==> config.mk <==
export PLATFORM = sky130hd
export DESIGN_NAME = fcp_pwm
export DESIGN_NICKNAME = d
export VERILOG_FILES = /design/src/hdl/fcp_pkg.sv /design/src/hdl/fcp_pwm.sv
export SDC_FILE = /design/constraint.sdc
export NUM_CORES = 1
export LEC_CHECK = 0
export ABC_AREA = 1
export BUFFER_PORTS_ARGS = -buffer_cell sky130_fd_sc_hd__buf_2
export CORE_MARGIN = 4
export CORE_UTILIZATION = 60
export DETAILED_ROUTE_END_ITERATION = 10
export PLACE_DENSITY = 0.83
export SYNTH_ARGS = -nofsm -noshare
export SYNTH_HDL_FRONTEND = slang
export SYNTH_SLANG_ARGS = --single-unit
==> constraint.sdc <==
create_clock -name ref_clk -period 4.7 [get_ports ref_clk]
set_input_delay 0.94 -clock ref_clk [delete_from_list [all_inputs] [get_ports ref_clk]]
set_output_delay 0.94 -clock ref_clk [all_outputs]
set_load 0.01 [all_outputs]
==> src/hdl/fcp_pkg.sv <==
package fcp_pkg;
  localparam int CH_NUM = 4;
  localparam int PRESCALE_W = 7;

  // Register offsets, one byte each
  localparam logic [7:0] ADDR_CLK_CTRL = 8'h40;
  localparam logic [7:0] ADDR_POL_CTRL = 8'h41;
  localparam logic [7:0] ADDR_ENABLE = 8'h42;
  localparam logic [7:0] ADDR_PRESCALE = 8'h43;
  localparam logic [7:0] ADDR_SCALE0 = 8'h44;
  localparam logic [7:0] ADDR_SCNT0 = 8'h45;
  localparam logic [7:0] ADDR_SCALE1 = 8'h46;
  localparam logic [7:0] ADDR_SCNT1 = 8'h47;
  localparam logic [7:0] ADDR_CNT_BASE = 8'h48;
  localparam logic [7:0] ADDR_PER_BASE = 8'h4C;
  localparam logic [7:0] ADDR_DUTY_BASE = 8'h50;
  localparam logic [7:0] ADDR_ALIGN = 8'h54;
  localparam logic [7:0] ADDR_PORT_DATA = 8'h56;
  localparam logic [7:0] ADDR_PORT_DIR = 8'h57;
  localparam logic [7:0] GROUP_SPAN = 8'h04;

  // Field positions
  localparam int JOIN_HI_BIT = 7;
  localparam int JOIN_LO_BIT = 6;
  localparam int PRE_A_LSB = 3;
  localparam int PRE_B_LSB = 0;
  localparam int SEL_LSB = 4;
  localparam int POL_LSB = 0;
  localparam int CENTER_BIT = 0;
  localparam logic [7:0] ENABLE_MASK = 8'h0F;
  localparam logic [7:0] ALIGN_MASK = 8'h01;

  // Reset values
  localparam logic [7:0] CTRL_RESET = 8'h00;
  localparam logic [7:0] CNT_RESET = 8'h00;
  localparam logic [7:0] PER_RESET = 8'hFF;
  localparam logic [7:0] DUTY_RESET = 8'hFF;
  localparam logic [PRESCALE_W-1:0] PRESCALE_RESET = 7'h00;
endpackage : fcp_pkg

==> src/hdl/fcp_pwm.sv <==
`timescale 1ns/1ns
module fcp_pwm
  import fcp_pkg::*;
(
  input wire logic ref_clk,
  input wire logic rstn,
  input wire logic [7:0] regAddr,
  input wire logic [7:0] regWdata,
  input wire logic regWr,
  input wire logic regRd,
  output logic [7:0] regRdata,
  input wire logic [3:0] pinIn,
  output logic [3:0] pinOut,
  output logic [3:0] pinOeN
);

  logic [7:0] clkCtrl_ff;
  logic [7:0] polCtrl_ff;
  logic [7:0] enable_ff;
  logic [7:0] align_ff;
  logic [7:0] portData_ff;
  logic [7:0] portDir_ff;
  logic [PRESCALE_W-1:0] prescale_ff;
  logic [7:0] scale_ff [2];
  logic [7:0] scnt_ff [2];
  logic [1:0] half_ff;
  logic [7:0] cnt_ff [CH_NUM];
  logic [7:0] perBuf_ff [CH_NUM];
  logic [7:0] perAct_ff [CH_NUM];
  logic [7:0] dutyBuf_ff [CH_NUM];
  logic [7:0] dutyAct_ff [CH_NUM];
  logic [3:0] dirDown_ff;
  logic [3:0] pinSync1_ff;
  logic [3:0] pinSync2_ff;
  logic [3:0] pinOut_ff;
  logic [3:0] pinOeN_ff;
  logic [7:0] regRdata_ff;

  logic [1:0] baseTick;
  logic [1:0] scaleTick;
  logic [3:0] chTick;
  logic [3:0] joined;
  logic [3:0] laneEn;
  logic [3:0] laneLatch;
  logic [3:0] cmpOut;
  logic [3:0] drive;
  logic [3:0] cntClr;
  logic [3:0] perWr;
  logic [3:0] dutyWr;
  logic [7:0] nxt_cnt [CH_NUM];
  logic [3:0] nxt_dir;
  logic [7:0] rdVal;

  function automatic logic [PRESCALE_W-1:0] divMask(input logic [2:0] code);
    return PRESCALE_W'((8'h01 << code) - 8'h01);
  endfunction : divMask

  function automatic logic hitGroup(input logic [7:0] a, input logic [7:0] base);
    return (a >= base) && (a < base + GROUP_SPAN);
  endfunction : hitGroup

  // Returns {rollover, direction down, next count}
  function automatic logic [17:0] stepCnt(input logic [15:0] c, input logic [15:0] p,
                                          input logic d, input logic ctr);
    logic [15:0] nc;
    logic nd;
    logic roll;
    nc = c + 16'h0001;
    nd = d;
    roll = 1'b0;
    if (!ctr) begin
      nd = 1'b0;
      if (c >= p) begin
        nc = 16'h0000;
        roll = 1'b1;
      end
    end else if (d) begin
      nc = (c == 16'h0000) ? 16'h0000 : c - 16'h0001;
      if (c <= 16'h0001) begin
        nd = 1'b0;
        roll = 1'b1;
      end
    end else if (c >= p) begin
      nd = 1'b1;
      nc = (c == 16'h0000) ? 16'h0000 : c - 16'h0001;
    end
    return {roll, nd, nc};
  endfunction : stepCnt

  // Clock sources
  assign baseTick[0] = (prescale_ff & divMask(clkCtrl_ff[PRE_A_LSB +: 3])) ==
                       divMask(clkCtrl_ff[PRE_A_LSB +: 3]);
  assign baseTick[1] = (prescale_ff & divMask(clkCtrl_ff[PRE_B_LSB +: 3])) ==
                       divMask(clkCtrl_ff[PRE_B_LSB +: 3]);

  // Free running even when all channels are off; costs power, keeps phase simple
  always_ff @(posedge ref_clk or negedge rstn) begin
    if (!rstn) begin
      prescale_ff <= PRESCALE_RESET;
    end else begin
      prescale_ff <= prescale_ff + 7'h01;
    end
  end

  always_comb begin
    for (int s = 0; s < 2; s++) begin
      scaleTick[s] = baseTick[s] && (scnt_ff[s] == 8'h00) && half_ff[s];
    end
    for (int c = 0; c < CH_NUM; c++) begin
      chTick[c] = polCtrl_ff[SEL_LSB + c] ? scaleTick[c / 2] : baseTick[c / 2];
    end
  end

  always_ff @(posedge ref_clk or negedge rstn) begin
    if (!rstn) begin
      for (int s = 0; s < 2; s++) begin
        scale_ff[s] <= CTRL_RESET;
        scnt_ff[s] <= CTRL_RESET;
      end
      half_ff <= 2'h0;
    end else begin
      for (int s = 0; s < 2; s++) begin
        if (regWr && regAddr == (s == 0 ? ADDR_SCALE0 : ADDR_SCALE1)) begin
          scale_ff[s] <= regWdata;
          scnt_ff[s] <= regWdata;
          half_ff[s] <= 1'b0;
        end else if (baseTick[s]) begin
          if (scnt_ff[s] == 8'h00) begin
            scnt_ff[s] <= scale_ff[s];
            half_ff[s] <= ~half_ff[s];
          end else begin
            scnt_ff[s] <= scnt_ff[s] - 8'h01;
          end
        end
      end
    end
  end

  assign joined = {{2{clkCtrl_ff[JOIN_HI_BIT]}}, {2{clkCtrl_ff[JOIN_LO_BIT]}}};

  // Both bytes of a joined pair compute the same 16-bit lane and keep their own byte
  always_comb begin
    int hi;
    int lo;
    int own;
    logic [15:0] cc;
    logic [15:0] pp;
    logic [15:0] dd;
    logic [17:0] st;
    logic tick;
    hi = 0;
    lo = 0;
    own = 0;
    cc = 16'h0000;
    pp = 16'h0000;
    dd = 16'h0000;
    st = 18'h00000;
    tick = 1'b0;
    for (int c = 0; c < CH_NUM; c++) begin
      hi = c - (c % 2);
      lo = hi + 1;
      own = joined[c] ? hi : c;
      if (joined[c]) begin
        cc = {cnt_ff[hi], cnt_ff[lo]};
        pp = {perAct_ff[hi], perAct_ff[lo]};
        dd = {dutyAct_ff[hi], dutyAct_ff[lo]};
        tick = chTick[lo];
      end else begin
        cc = {8'h00, cnt_ff[c]};
        pp = {8'h00, perAct_ff[c]};
        dd = {8'h00, dutyAct_ff[c]};
        tick = chTick[c];
      end
      st = stepCnt(cc, pp, dirDown_ff[own], align_ff[CENTER_BIT]);
      laneEn[c] = enable_ff[own];
      nxt_cnt[c] = cnt_ff[c];
      nxt_dir[c] = dirDown_ff[c];
      if (laneEn[c] && tick) begin
        nxt_cnt[c] = (joined[c] && c == hi) ? st[15:8] : st[7:0];
        nxt_dir[c] = st[16];
      end
      laneLatch[c] = !laneEn[c] || (tick && st[17]);
      // Duty zero or above period gives the two constant extremes
      cmpOut[c] = polCtrl_ff[POL_LSB + own] ? (cc < dd) : (cc >= dd);
      drive[c] = laneEn[c] && !(joined[c] && c == lo);
      cntClr[c] = regWr && hitGroup(regAddr, ADDR_CNT_BASE) &&
                  (regAddr[1:0] == 2'(c) || (joined[c] && regAddr[1] == 1'(c / 2)));
      perWr[c] = regWr && hitGroup(regAddr, ADDR_PER_BASE) && regAddr[1:0] == 2'(c);
      dutyWr[c] = regWr && hitGroup(regAddr, ADDR_DUTY_BASE) && regAddr[1:0] == 2'(c);
    end
  end

  // Control registers
  always_ff @(posedge ref_clk or negedge rstn) begin
    if (!rstn) begin
      clkCtrl_ff <= CTRL_RESET;
      polCtrl_ff <= CTRL_RESET;
      enable_ff <= CTRL_RESET;
      align_ff <= CTRL_RESET;
      portData_ff <= CTRL_RESET;
      portDir_ff <= CTRL_RESET;
    end else if (regWr) begin
      if (regAddr == ADDR_CLK_CTRL) begin
        clkCtrl_ff <= regWdata;
      end else if (regAddr == ADDR_POL_CTRL) begin
        polCtrl_ff <= regWdata;
      end else if (regAddr == ADDR_ENABLE) begin
        enable_ff <= regWdata & ENABLE_MASK;
      end else if (regAddr == ADDR_ALIGN) begin
        align_ff <= regWdata & ALIGN_MASK;
      end else if (regAddr == ADDR_PORT_DATA) begin
        portData_ff <= regWdata & ENABLE_MASK;
      end else if (regAddr == ADDR_PORT_DIR) begin
        portDir_ff <= regWdata & ENABLE_MASK;
      end
    end
  end

  // Counters hold while disabled; software clears them before re-enabling
  always_ff @(posedge ref_clk or negedge rstn) begin
    if (!rstn) begin
      for (int c = 0; c < CH_NUM; c++) begin
        cnt_ff[c] <= CNT_RESET;
      end
      dirDown_ff <= 4'h0;
    end else begin
      for (int c = 0; c < CH_NUM; c++) begin
        if (cntClr[c]) begin
          cnt_ff[c] <= CNT_RESET;
          dirDown_ff[c] <= 1'b0;
        end else begin
          cnt_ff[c] <= nxt_cnt[c];
          dirDown_ff[c] <= nxt_dir[c];
        end
      end
    end
  end

  // Double-buffered period and duty
  always_ff @(posedge ref_clk or negedge rstn) begin
    if (!rstn) begin
      for (int c = 0; c < CH_NUM; c++) begin
        perBuf_ff[c] <= PER_RESET;
        perAct_ff[c] <= PER_RESET;
        dutyBuf_ff[c] <= DUTY_RESET;
        dutyAct_ff[c] <= DUTY_RESET;
      end
    end else begin
      for (int c = 0; c < CH_NUM; c++) begin
        if (perWr[c]) begin
          perBuf_ff[c] <= regWdata;
        end
        if (perWr[c] && !laneEn[c]) begin
          perAct_ff[c] <= regWdata;
        end else if (laneLatch[c] || cntClr[c]) begin
          perAct_ff[c] <= perBuf_ff[c];
        end
        if (dutyWr[c]) begin
          dutyBuf_ff[c] <= regWdata;
        end
        if (dutyWr[c] && !laneEn[c]) begin
          dutyAct_ff[c] <= regWdata;
        end else if (laneLatch[c] || cntClr[c]) begin
          dutyAct_ff[c] <= dutyBuf_ff[c];
        end
      end
    end
  end

  // Pins
  always_ff @(posedge ref_clk or negedge rstn) begin
    if (!rstn) begin
      pinSync1_ff <= 4'h0;
      pinSync2_ff <= 4'h0;
      pinOut_ff <= 4'h0;
      pinOeN_ff <= 4'hF;
    end else begin
      pinSync1_ff <= pinIn;
      pinSync2_ff <= pinSync1_ff;
      for (int c = 0; c < CH_NUM; c++) begin
        pinOut_ff[c] <= drive[c] ? cmpOut[c] : portData_ff[c];
        pinOeN_ff[c] <= !(drive[c] || portDir_ff[c]);
      end
    end
  end

  assign pinOut = pinOut_ff;
  assign pinOeN = pinOeN_ff;

  // Read path; unmapped offsets read zero
  always_comb begin
    rdVal = 8'h00;
    if (regAddr == ADDR_CLK_CTRL) begin
      rdVal = clkCtrl_ff;
    end else if (regAddr == ADDR_POL_CTRL) begin
      rdVal = polCtrl_ff;
    end else if (regAddr == ADDR_ENABLE) begin
      rdVal = enable_ff;
    end else if (regAddr == ADDR_PRESCALE) begin
      rdVal = {1'b0, prescale_ff};
    end else if (regAddr == ADDR_SCALE0) begin
      rdVal = scale_ff[0];
    end else if (regAddr == ADDR_SCNT0) begin
      rdVal = scnt_ff[0];
    end else if (regAddr == ADDR_SCALE1) begin
      rdVal = scale_ff[1];
    end else if (regAddr == ADDR_SCNT1) begin
      rdVal = scnt_ff[1];
    end else if (hitGroup(regAddr, ADDR_CNT_BASE)) begin
      rdVal = cnt_ff[regAddr[1:0]];
    end else if (hitGroup(regAddr, ADDR_PER_BASE)) begin
      rdVal = perBuf_ff[regAddr[1:0]];
    end else if (hitGroup(regAddr, ADDR_DUTY_BASE)) begin
      rdVal = dutyBuf_ff[regAddr[1:0]];
    end else if (regAddr == ADDR_ALIGN) begin
      rdVal = align_ff;
    end else if (regAddr == ADDR_PORT_DATA) begin
      rdVal = {4'h0, (portDir_ff[3:0] & portData_ff[3:0]) | (~portDir_ff[3:0] & pinSync2_ff)};
    end else if (regAddr == ADDR_PORT_DIR) begin
      rdVal = portDir_ff;
    end
  end

  always_ff @(posedge ref_clk or negedge rstn) begin
    if (!rstn) begin
      regRdata_ff <= 8'h00;
    end else begin
      regRdata_ff <= regRd ? rdVal : 8'h00;
    end
  end

  assign regRdata = regRdata_ff;

  a_cnt_write_clear: assert property (@(posedge ref_clk) disable iff (!rstn)
    regWr && regAddr == ADDR_CNT_BASE |=> cnt_ff[0] == 8'h00 &&
    perAct_ff[0] == $past(perBuf_ff[0]))
    else $error("counter write did not clear and latch");
  a_idle_write_direct: assert property (@(posedge ref_clk) disable iff (!rstn)
    regWr && regAddr == ADDR_PER_BASE && !laneEn[0] |=> perAct_ff[0] == $past(regWdata))
    else $error("idle period write missed active value");
  a_buffer_held: assert property (@(posedge ref_clk) disable iff (!rstn)
    laneEn[0] && !laneLatch[0] && !cntClr[0] |=> $stable(perAct_ff[0]) &&
    $stable(dutyAct_ff[0]))
    else $error("active period or duty changed mid period");

  a_enable_drives: assert property (@(posedge ref_clk) disable iff (!rstn)
    laneEn[1] && !joined[1] && !regWr |=> !pinOeN[1] && $stable(portDir_ff[1]))
    else $error("enabled channel pin not driven");
  a_join_pin_free: assert property (@(posedge ref_clk) disable iff (!rstn)
    clkCtrl_ff[JOIN_HI_BIT] && !portDir_ff[3] |=> pinOeN[3])
    else $error("joined low channel still drives its pin");
  a_join_pin_gpio: assert property (@(posedge ref_clk) disable iff (!rstn)
    clkCtrl_ff[JOIN_LO_BIT] |=> pinOut[1] == $past(portData_ff[1]))
    else $error("joined low channel pin not general purpose");

  a_prescale_half: assert property (@(posedge ref_clk) disable iff (!rstn)
    clkCtrl_ff[PRE_A_LSB +: 3] == 3'h1 && baseTick[0] && !regWr |=> !baseTick[0])
    else $error("clock A divide by two ticked twice in a row");
  a_scaled_halves: assert property (@(posedge ref_clk) disable iff (!rstn)
    scaleTick[0] |=> !half_ff[0] && scnt_ff[0] == scale_ff[0])
    else $error("scaled clock S0 not halved");

  a_polarity_low: assert property (@(posedge ref_clk) disable iff (!rstn)
    laneEn[0] && !joined[0] && !polCtrl_ff[POL_LSB] && cnt_ff[0] < dutyAct_ff[0]
    |=> !pinOut[0])
    else $error("polarity zero output high before duty");

  a_ctrl_readback: assert property (@(posedge ref_clk) disable iff (!rstn)
    regWr && regAddr == ADDR_CLK_CTRL ##1 !regWr ##1 regRd && regAddr == ADDR_CLK_CTRL
    |=> regRdata == $past(regWdata, 3))
    else $error("clock control readback mismatch");

endmodule : fcp_pwm

# After elaboration in Yosys (flattened, before gate mapping)

Cells that the tools add are included.

Register bits: 258
Input bits: 24
Logic and storage cells: 380

$add $sub $neg: 13
$lt $le $gt $ge: 27
Equal/unequal tests: 16
Shift operators: 2
Mux-type cells: 164
Bitwise logic cells: 15
Reduce and logical (&&, ||, !) cells: 101

Operators with widths:

| cell                                                  | number |
|---|---|
| 2-to-1 mux 8 bit                                      | 60 |
| 2-to-1 mux 16 bit                                     | 22 |
| >= comparator 16 bit                                  | 8 |
| equality test 8 x 7 -> 1 bit (second input constant)  | 11 |
| 2-to-1 mux 1 bit                                      | 70 |
| <= comparator 16 x 1 -> 1 bit (second input constant) | 4 |
| zero test 16 bit                                      | 4 |
| < comparator 16 bit                                   | 4 |
| binary-select mux 8 bit (select 2 bit)                | 3 |
| logical AND 1 bit                                     | 44 |
| adder 16 x 1 -> 16 bit (second input constant)        | 2 |
| nonzero test 2 bit                                    | 16 |
| subtractor 16 x 1 -> 16 bit (second input constant)   | 2 |
| subtractor 8 x 1 -> 8 bit (second input constant)     | 4 |
| >= comparator 8 x 7 -> 1 bit (second input constant)  | 3 |
| < comparator 8 x 7 -> 1 bit (second input constant)   | 3 |
| adder 8 x 1 -> 8 bit (second input constant)          | 2 |
| zero test 8 bit                                       | 2 |
| logical OR 1 bit                                      | 16 |
| bitwise AND 7 bit                                     | 2 |
| equality test 7 bit                                   | 2 |
| << shifter 1 x 3 -> 7 bit (first input constant)      | 2 |
| subtractor 7 x 1 -> 7 bit (second input constant)     | 2 |
| binary-select mux 1 bit (select 3 bit)                | 4 |
| 23 further kinds                                      | 46 |

# Depth between registers and ports, before layout

Gate-level depths: netlist of run 1.

Depth after elaboration: 17
Mapped depth: 23
Depth with buffers taken out: 19

# Least setup slack after synthesis of run 1

No wires, ideal clock.

Path kind: register -> register
Start: register clkCtrl_ff[6]
End: register cnt_ff[24] (netlist bit)
Arrival time: 2.945 ns
Required time: 4.583 ns
Path slack: 1.638 ns
Stages on the path, launching flop included: 20
Cells stage by stage: dfrtp_1 > buf_6 > buf_6 > buf_6 > clkbuf_1 > clkbuf_1 > nand2_1 > ha_1 > nand2_1 > inv_2 > nand3_1 > nor2_2 > nand3_1 > nand4_1 > nand2_1 > buf_4 > nand3_1 > nand3_1 > nand3_1 > nand2_1

Cells in the longest elaborated chain, start to end: 9
Elaborated cells between the ends (all ways): 20

RTL lines:

| element                                                                | RTL line                     | source |
|---|---|---|
| start, declared                                                        | fcp_pwm.sv:17                | `logic [7:0] clkCtrl_ff;` |
| start signal, assigned                                                 | fcp_pwm.sv:204               | `clkCtrl_ff <= regWdata;` |
| 2-to-1 mux 16 bit                                                      | fcp_pwm.sv:163               | `if (joined[c]) begin` |
| subtractor 16 x 1 -> 16 bit / zero test 16 bit (equally long branches) | fcp_pwm.sv:78, fcp_pwm.sv:85 |  |
| 2-to-1 mux 16 bit                                                      | fcp_pwm.sv:78, fcp_pwm.sv:85 |  |
| 2-to-1 mux 16 bit                                                      | fcp_pwm.sv:83                | `end else if (c >= p) begin` |
| 2-to-1 mux 16 bit                                                      | fcp_pwm.sv:77                | `end else if (d) begin` |
| 2-to-1 mux 16 bit                                                      | fcp_pwm.sv:71                | `if (!ctr) begin` |
| 2-to-1 mux 8 bit                                                       | fcp_pwm.sv:179               | `nxt_cnt[c] = (joined[c] && c == hi) ? st[15:8] : st[7:0];` |
| 2-to-1 mux 8 bit                                                       | fcp_pwm.sv:178               | `if (laneEn[c] && tick) begin` |
| 2-to-1 mux 8 bit                                                       | fcp_pwm.sv:228               | `if (cntClr[c]) begin` |
| end signal, assigned by index                                          | fcp_pwm.sv:232               | `cnt_ff[c] <= nxt_cnt[c];` |
| end, declared                                                          | fcp_pwm.sv:27                | `logic [7:0] cnt_ff [CH_NUM];` |

Several ways; a longest one is shown, not always the timed one. The select of a mux whose other input is x is not followed.
A chain may end at the register's enable or synchronous reset.

# Final worst setup path of run 1

Start: register clkCtrl_ff[7]
End: register dutyAct_ff[4] (netlist bit)

Cells in the longest elaborated chain, start to end: 10
Elaborated cells between the ends (all ways): 25

RTL lines:

| element                                                                | RTL line       | source |
|---|---|---|
| branches (longest 10 deep; another with <= comparator 16 x 1 -> 1 bit) | -              |  |
| end signal, assigned by index                                          | fcp_pwm.sv:262 | `dutyAct_ff[c] <= regWdata;` |
| end signal, assigned by index                                          | fcp_pwm.sv:264 | `dutyAct_ff[c] <= dutyBuf_ff[c];` |
| end, declared                                                          | fcp_pwm.sv:31  | `logic [7:0] dutyAct_ff [CH_NUM];` |

Parallel ways; which one is timed is not known. The select of a mux whose other input is x is not followed.

==> results of run 1 <==
[cell usage after synthesis, types with 3 or more instances]
library cell	number
a21oi_1	62
a21oi_2	13
a22oi_1	3
a2bb2oi_1	4
buf_1	4
buf_2	21
buf_4	8
buf_6	10
clkbuf_1	45
clkinv_1	4
dfrtp_1	126
dfstp_2	132
ha_1	115
inv_1	279
inv_2	17
nand2_1	871
nand2_2	24
nand2_4	6
nand3_1	249
nand3_2	4
nand3b_1	13
nand4_1	58
nor2_1	138
nor2_2	24
nor2_4	9
nor3_1	19
nor3_2	5
nor4_1	4
o211ai_1	9
o21a_1	7
o21ai_0	254
o21ai_1	31
o21ai_2	7
o21ai_4	6
o21bai_1	3
o221ai_1	18
o22ai_1	14
xnor2_1	4
xor2_1	66
[sequential cells by signal (all words and copies together), names as in the netlist]
| signal | cells |
|---|---|
| align_ff | 1 |
| clkCtrl_ff | 8 |
| cnt_ff | 32 |
| dirDown_ff | 4 |
| dutyAct_ff | 32 |
| dutyBuf_ff | 32 |
| enable_ff | 4 |
| half_ff | 2 |
| perAct_ff | 32 |
| perBuf_ff | 32 |
| pinOeN | 4 |
| pinOut | 4 |
| pinSync1_ff | 4 |
| pinSync2_ff | 4 |
| polCtrl_ff | 8 |
| portData_ff | 4 |
| portDir_ff | 4 |
| prescale_ff | 7 |
| regRdata | 8 |
| scale_ff | 16 |
| scnt_ff | 16 |
[metrics by stage]
stage / hold WS [ps] / power, mW
finish: 350 / 8.20
global route: 364 / 8.64
CTS: 350 / 8.13
detailed placement: 336 / 5.77
global placement: 333 / 5.68
floorplan: 331 / 4.95
[cell type report]
cell class / instances / area [um2] / area share
Multi-Input combinational cell: 2063 / 10900 / 0.533
Sequential cell: 258 / 6620 / 0.323
Inverter: 300 / 1130 / 0.0549
Clock buffer: 35 / 808 / 0.0394
Tap cell: 402 / 503 / 0.0245
Timing Repair Buffer: 57 / 340 / 0.0166
Clock inverter: 18 / 178 / 0.00867
[kinds of logic (layout without fill, tap and decap cells)]
| logic type | count (synthesis) | in the layout |
|---|---|---|
| AND/OR/NAND/NOR | 1433 | 1433 |
| flip-flops | 258 | 258 |
| adder cells (fa/ha/maj) | 115 | 115 |
| XOR/XNOR | 70 | 70 |
| multiplexers | 1 | 1 |
| buffers and inverters | 389 | 410 |
| AO/OA/AOI/OAI | 444 | 444 |
[per-layer routing]
metal	vias up	share of wire	track usage	wire [um]
li1	8900	-	-	-
met1	9055	0.39	0.461	24800
met2	1047	0.45	0.565	28700
met3	232	0.097	0.0600	6110
met4	2	0.055	0.171	3500
met5	-	0.00025	0	16
[power by group through the flow]
stage	logic (mW)	registers (mW)	clock network (mW)
6_report	2.83	3.02	2.35
5_1_grt	3.13	3.05	2.47
4_1_cts	2.76	3.01	2.36
3_5_place_dp	2.74	3.04	0
3_3_place_gp	2.65	3.03	0
2_1_floorplan	2.07	2.88	0
[path summary, 6_finish.rpt]
path                       cells after the start                   endpoint
max                                           12  dutyAct_ff[4]$_DFFE_PN1P_
min                                            0   pinSync2_ff[2]$_DFF_PN0_
max reg2reg                                   12  dutyAct_ff[4]$_DFFE_PN1P_
min reg2reg                                    0   pinSync2_ff[2]$_DFF_PN0_
max in group asynchronous                      2  clkCtrl_ff[6]$_DFFE_PN0P_
min in group asynchronous                      1     cnt_ff[10]$_DFFE_PN0P_
[cell usage in the layout (no fill, tap or decap), types with 7 or more instances in the layout]
master       n
nand3_1    249
buf_4       18
o221ai_1    18
nand2_2     24
o21ai_0    254
nand4_1     58
inv_2       17
inv_1      279
xor2_1      66
a21oi_2     13
nor2_4       9
o21ai_2      7
o21a_1       7
nand3b_1    13
nor2_2      24
nor2_1     138
nand2_1    871
o22ai_1     14
buf_2       38
ha_1       115
dfrtp_1    124
clkbuf_16   29
o211ai_1     9
o21ai_1     31
nor3_1      19
a21oi_1     62
dfstp_2    132
[critical path, stage by stage, from the launching register on]
cell and delay, ps:
dfrtp_2 950, nand2_1 330, inv_1 310, ha_1 290, a21oi_1 170, o21ai_0 120, a21oi_1 360, a21boi_2 420
nand3_1 170, nand2_2 310, nand2_4 200, nand2_1 140, nand2_1 80
==> summary.md, run 1 <==
| Metric | Value |
|---|---|
| Status | finished, final reports clean |
| Mux cell area share after synthesis | 0.000523 |
| Max Root-Sink Buffers | 3 |
| Cell Area, Placed | a little under 20000 um2 |
| Unrepaired setup endpoints after global routing | no |
| Cell variety after synth | 56 |
| Mapped Nets | 2849 |
| Fin. max-slew vios | 0 |
| Grt total ovfl | 0 |
| Main combinational cell family by area after synthesis | simple AND/OR/NAND/NOR gates |
| Post-Synth XOR/XNOR Area | 0.0320 |
| Tcrit/Tclk final | 0.838 |
| Setup TNS | 0 ps |
| Ys async rst share | 1.00 |
| Sw Pwr | around 3.3 mW |
| Leading area contributor after synthesis | dfstp_2 |
| Post-CTS Setup Inserts | 0 |
| CP Launch Type | flip-flop |
| R2R Setup Slk | roughly 760 ps |
| Die Ht | 187 um |
| CP arrival | 4410 ps |
| Post-synth EDFFs | 0 |
| FF+latch count, synth | 258 |
| Synth-to-layout area growth | 7.05% |
| Initial antenna violation count | 1 |
| Routed vias | 19.2k |
| Ys Warns | 0 |
| Fin. Hold Viols | 0 |
| F_max | ~0.25 GHz |
| Io pins | 40 |
| Initial DRC count | between 2k and 2.5k |
| Leakage | 10.1 nW |
| Largest net degree at the start of global routing | 125 |
| CTS Hold Bufs | 0 |
| PortBufs | 39 |
| Worst Setup SP | clkCtrl_ff[7]$_DFFE_PN0P_ |
| Total GRT Usage | 0.350 |
| Primary FF master, synth | dfstp_2 |
| Sequential fraction of the synthesis area | 0.346 |
| VDD IR max | ~0.42 mV |
| Worst flop-to-flop path startpoint | clkCtrl_ff[7]$_DFFE_PN0P_ |
| Die width | approximately 190 um |
| Max-slew headroom | 0.277 |
| Synth Area per Inst | 7.07 um2 |
| Max_cap viols | 0 |
| Die ar. | ~35000 um2 |
| Tmin final | between 3000 and 4000 ps |
| Root Buffer | clkbuf_16 |
| Vias in the first global route | roughly 18k |
| H-tree levels | 1 |
| Synth Instances | about 2.7k |
| CTS sink cnt | 258 |
| Sequential power share | 0.369 |
| Crit path required time | between 5000 and 6000 ps |
| Drt drc | 0 |
| Hold Path Origin | pinSync1_ff[2]$_DFF_PN0_ |
| Synthesized area | 19200 um2 |
| Pre-CTS setup slack | 884 ps |
| Filler cells | between 2k and 3k |
| Final Cell Area | ~20000 um2 |
| Power density cells | between 300 and 400 nW/um2 |
| Worst-path clk slew | around 60 ps |
| Routed WL | roughly 63000 um |
| Clock power frac | 0.286 |
| Share of layout cells above drive strength 1 | 0.135 |
| Post-layout nets | about 2.8k |
| Layout Utilization | 0.650 |
| Post-synthesis simple-gate area fraction | 0.328 |
| Comb pwr share | 0.345 |
| First-pass GRT wire length | between 90000 and 100000 um |
| Clock skew after layout | 27.0 ps |
| Adder-cell share of the synthesized area | 0.0751 |
| Antenna fix cells | 0 |
| CP endpoint kind | flip-flop |
| Row count | 65 |
| Hold WC Path Type | flip-flop to flip-flop |
| Wirelength per Cell | 20.2 um |
| Complex-gate fraction of the synthesized area | 0.135 |
| Area share of the largest cell type after synthesis | 0.181 |
| Starting density of the core | 0.607 |
| Measured slew at the worst slew-check pin | approximately 1100 ps |
| TritonRoute pass-1 iters | 6 |
| Fin cells | ~3.1k |
| Final setup vio count | 0 |
| Area contributors post-synth | dfstp_2, nand2_1, dfrtp_1, ha_1, o21ai_0 |
| Critical Path Fanout Max | between 40 and 50 |
| CTS tree | built |
| Worst skew pair latency | roughly 560 ps |
| Post-route setup slack | about 760 ps |
| CORE AREA | 31600 um2 |
| Vias per std cell | slightly above 6 |
| Net Sw Frac | 0.397 |
| Crit path kind | flip-flop to flip-flop |
| Post-route ant nets | 0 |
| Dpl hpwl | about 47000 um |
| Placed cell count | approximately 3.1k |
| CTS-repair resized insts | 0 |
| Internal | 4.94 mW |
| Routability cong. | 1.05 |
| Num CTS Buffers | 29 |
(Power assumes the default switching activity.)
==> run 2: changes to the inputs <==
==> constraint.sdc (replaced) <==
create_clock -name ref_clk -period 3.7 [get_ports ref_clk]
set_input_delay 0.74 -clock ref_clk [delete_from_list [all_inputs] [get_ports ref_clk]]
set_output_delay 0.74 -clock ref_clk [all_outputs]
set_load 0.01 [all_outputs]
==> run 2 against run 1 <==
Effect of this change: worst hold slack got worse by 210 ps; global-route usage rose by 0.11 points; via count fell by 0.48%; utilization rose by 1.0 points; clock skew rose by 41 ps; die area did not move; wire length rose by 0.19%; total power rose by 29%; flip-flop and latch count did not move; critical endpoint is now perAct_ff[7]$_DFFE_PN1P_; largest cell class unchanged.
==> summary.md, run 2 (synthesized netlist as in run 1, its figures left out) <==
| Metric | Value |
|---|---|
| Die width | approximately 190 um |
| CTS sink cnt | between 200 and 300 |
| Cell Area, Placed | around 20000 um2 |
| Final setup vio count | 0 |
| Critical path's largest stage delay | 630 ps |
| Share of layout cells above drive strength 1 | 0.144 |
| CORE AREA | 31600 um2 |
| PortBufs | 39 |
| Leakage | ~10 nW |
| Status | finished, final reports clean |
| Multi-input gate area | approximately 11000 um2 |
| Starting density of the core | 0.607 |
| Worst skew pair latency | slightly above 600 ps |
| Initial DRC count | between 2k and 2.5k |
| Crit path required time | approximately 4200 ps |
| Clock skew after layout | ~68 ps |
| Routability cong. | between 1 and 1.5 |
| Filler cells | between 2k and 3k |
| Register area | about 6600 um2 |
| Num CTS Buffers | 30 |
| Top sig layer | met4 |
| Worst-path clk slew | 60 ps |
| Fin. Hold Viols | 0 |
| Max-slew headroom | 0.373 |
| Post-route ant nets | 0 |
| DR WL met3 | approximately 5900 um |
| CP Launch Type | flip-flop |
| Post-CTS Setup Inserts | 0 |
| CP max-delay cell | dfrtp_4 |
| Vias in the first global route | 18.0k |
| Die ar. | roughly 35000 um2 |
| Wirelength per Cell | 20.0 um |
| Post-layout nets | about 2.9k |
| Grt total ovfl | 0 |
| Commonest non-fill, non-tap cell in the layout | nand2_1 |
| Max Root-Sink Buffers | 3 |
| Largest net degree at the start of global routing | 90 |
| CTS tree | built |
| Row count | 65 |
| Final Cell Area | around 21000 um2 |
| Antenna fix cells | 0 |
| Die Ht | 187 um |
| Max_cap viols | 0 |
| CP endpoint kind | flip-flop |
| Measured slew at the worst slew-check pin | approximately 940 ps |
| Hold WC Path Type | input pin to asynchronous set/reset pin |
| Fin. max-slew vios | 0 |
| Routed WL | around 63000 um |
| Power density cells | approximately 510 nW/um2 |
| Routed length on met1 | 25300 um |
| Initial antenna violation count | 0 |
| First-pass GRT wire length | between 90000 and 100000 um |
| Unrepaired setup endpoints after global routing | no |
| Critical Path Fanout Max | 25 |
| CP arrival | about 3900 ps |
| Total GRT Usage | 0.352 |
| Worst path cell trace | nand2_1 -> clkinv_1 -> ha_1 -> a21oi_1 -> o21ai_0 -> a21oi_1 -> a21boi_2 -> nand3_1 -> nand2_2 -> nand2_4 -> nand2_1 -> nand2_1 |
| Setup TNS | 0 ps |
| Dpl hpwl | roughly 47000 um |
| Vias per std cell | 6.05 |
| F_max | 0.295 GHz |
| Worst flop-to-flop path startpoint | clkCtrl_ff[7]$_DFFE_PN0P_ |
| Tmin final | ~3400 ps |
| TritonRoute pass-1 iters | 7 |
| Routed vias | approximately 19k |
| Io pins | 40 |
| Drt drc | 0 |
| Synth-to-layout area growth | 8.72% |
| Layout Utilization | 0.660 |
| H-tree levels | 1 |
| Worst Setup SP | clkCtrl_ff[7]$_DFFE_PN0P_ |
| Root Buffer | clkbuf_16 |
| Wire length on met2 | 28700 um |
| Cell repeated most along the worst path | nand2_1 |
| Tcrit/Tclk final | 0.917 |
| Worst R2R Path Depth | 12 |
| Crit path kind | flip-flop to flip-flop |
| VDD IR max | ~0.45 mV |
| Commonest cells after routing, fill and taps aside | nand2_1, inv_1, o21ai_0 |
==> run 2: changes by cell type in the layout (fill, tap and decap cells not counted), sizes merged <==
cell / delta
buf: +30
clkbuf: +5
clkinv: +2
clkinvlp: -1
inv: -3
==> run 2: routing by layer <==
metal  up-vias  GRT usage
met5         -          0
met4         0      0.163
met3       232     0.0584
met2      1075      0.561
met1      8872      0.472
li1       8964          -
==> run 2: report_power, final <==
| group | total (mW) | leakage [nW] | switching (mW) | internal, mW |
|---|---|---|---|---|
| clock | 3.09 | 0.519 | 1.28 | 1.81 |
| sequential | 3.81 | 3.00 | 0.423 | 3.39 |
| combinational | 3.65 | 6.79 | 2.42 | 1.23 |
| total | 10.6 | 10.3 | 4.12 | 6.43 |
==> run 2: layout make-up <==
cell class	count	share of cell area
timing repair buffer	87	0.0284
multi-input combinational	2063	0.525
sequential	258	0.318
tap	402	0.0242
clock buffer	40	0.0418
inverter	300	0.0541
clock inverter	16	0.00865
==> run 2: worst paths after layout <==
check	endpoint	slack (ps)
min in group ref_clk	pinSync1_ff[2]$_DFF_PN0_	230
min	cnt_ff[15]$_DFFE_PN0P_	140
max reg2reg	perAct_ff[7]$_DFFE_PN1P_	310
min reg2reg	pinSync2_ff[3]$_DFF_PN0_	350
max	perAct_ff[7]$_DFFE_PN1P_	310
max in group asynchronous	perAct_ff[8]$_DFFE_PN1P_	2610
==> run 2: worst max-delay path: cells and delay by family (launching register included) <==
family                     cells  cell delay (ps)
and+or+nand+nor                6             1030
AOI/OAI and AO/OA              4             1020
DFF                            1              630
adders and majority gates      1              310
buffers and inverters          1              280
==> run 2: what timing repair did <==
action,in CTS,in global routing
hold endpoints to repair,0,0
resized for setup,0,2
hold buffers,0,0
setup endpoints to repair,0,2
==> run 2: per-stage QoR <==
step / setup WS (ps) / instances / hold slack [ps] / total power, mW
4_1_cts: 267 / 3166 / 170 / 10.5
3_3_place_gp: 378 / 3110 / 333 / 7.25
2_1_floorplan: 638 / 2710 / 331 / 6.29
5_1_grt: 120 / 3166 / 184 / 11.1
6_report: 307 / 3166 / 137 / 10.6
3_5_place_dp: 300 / 3110 / 336 / 7.36
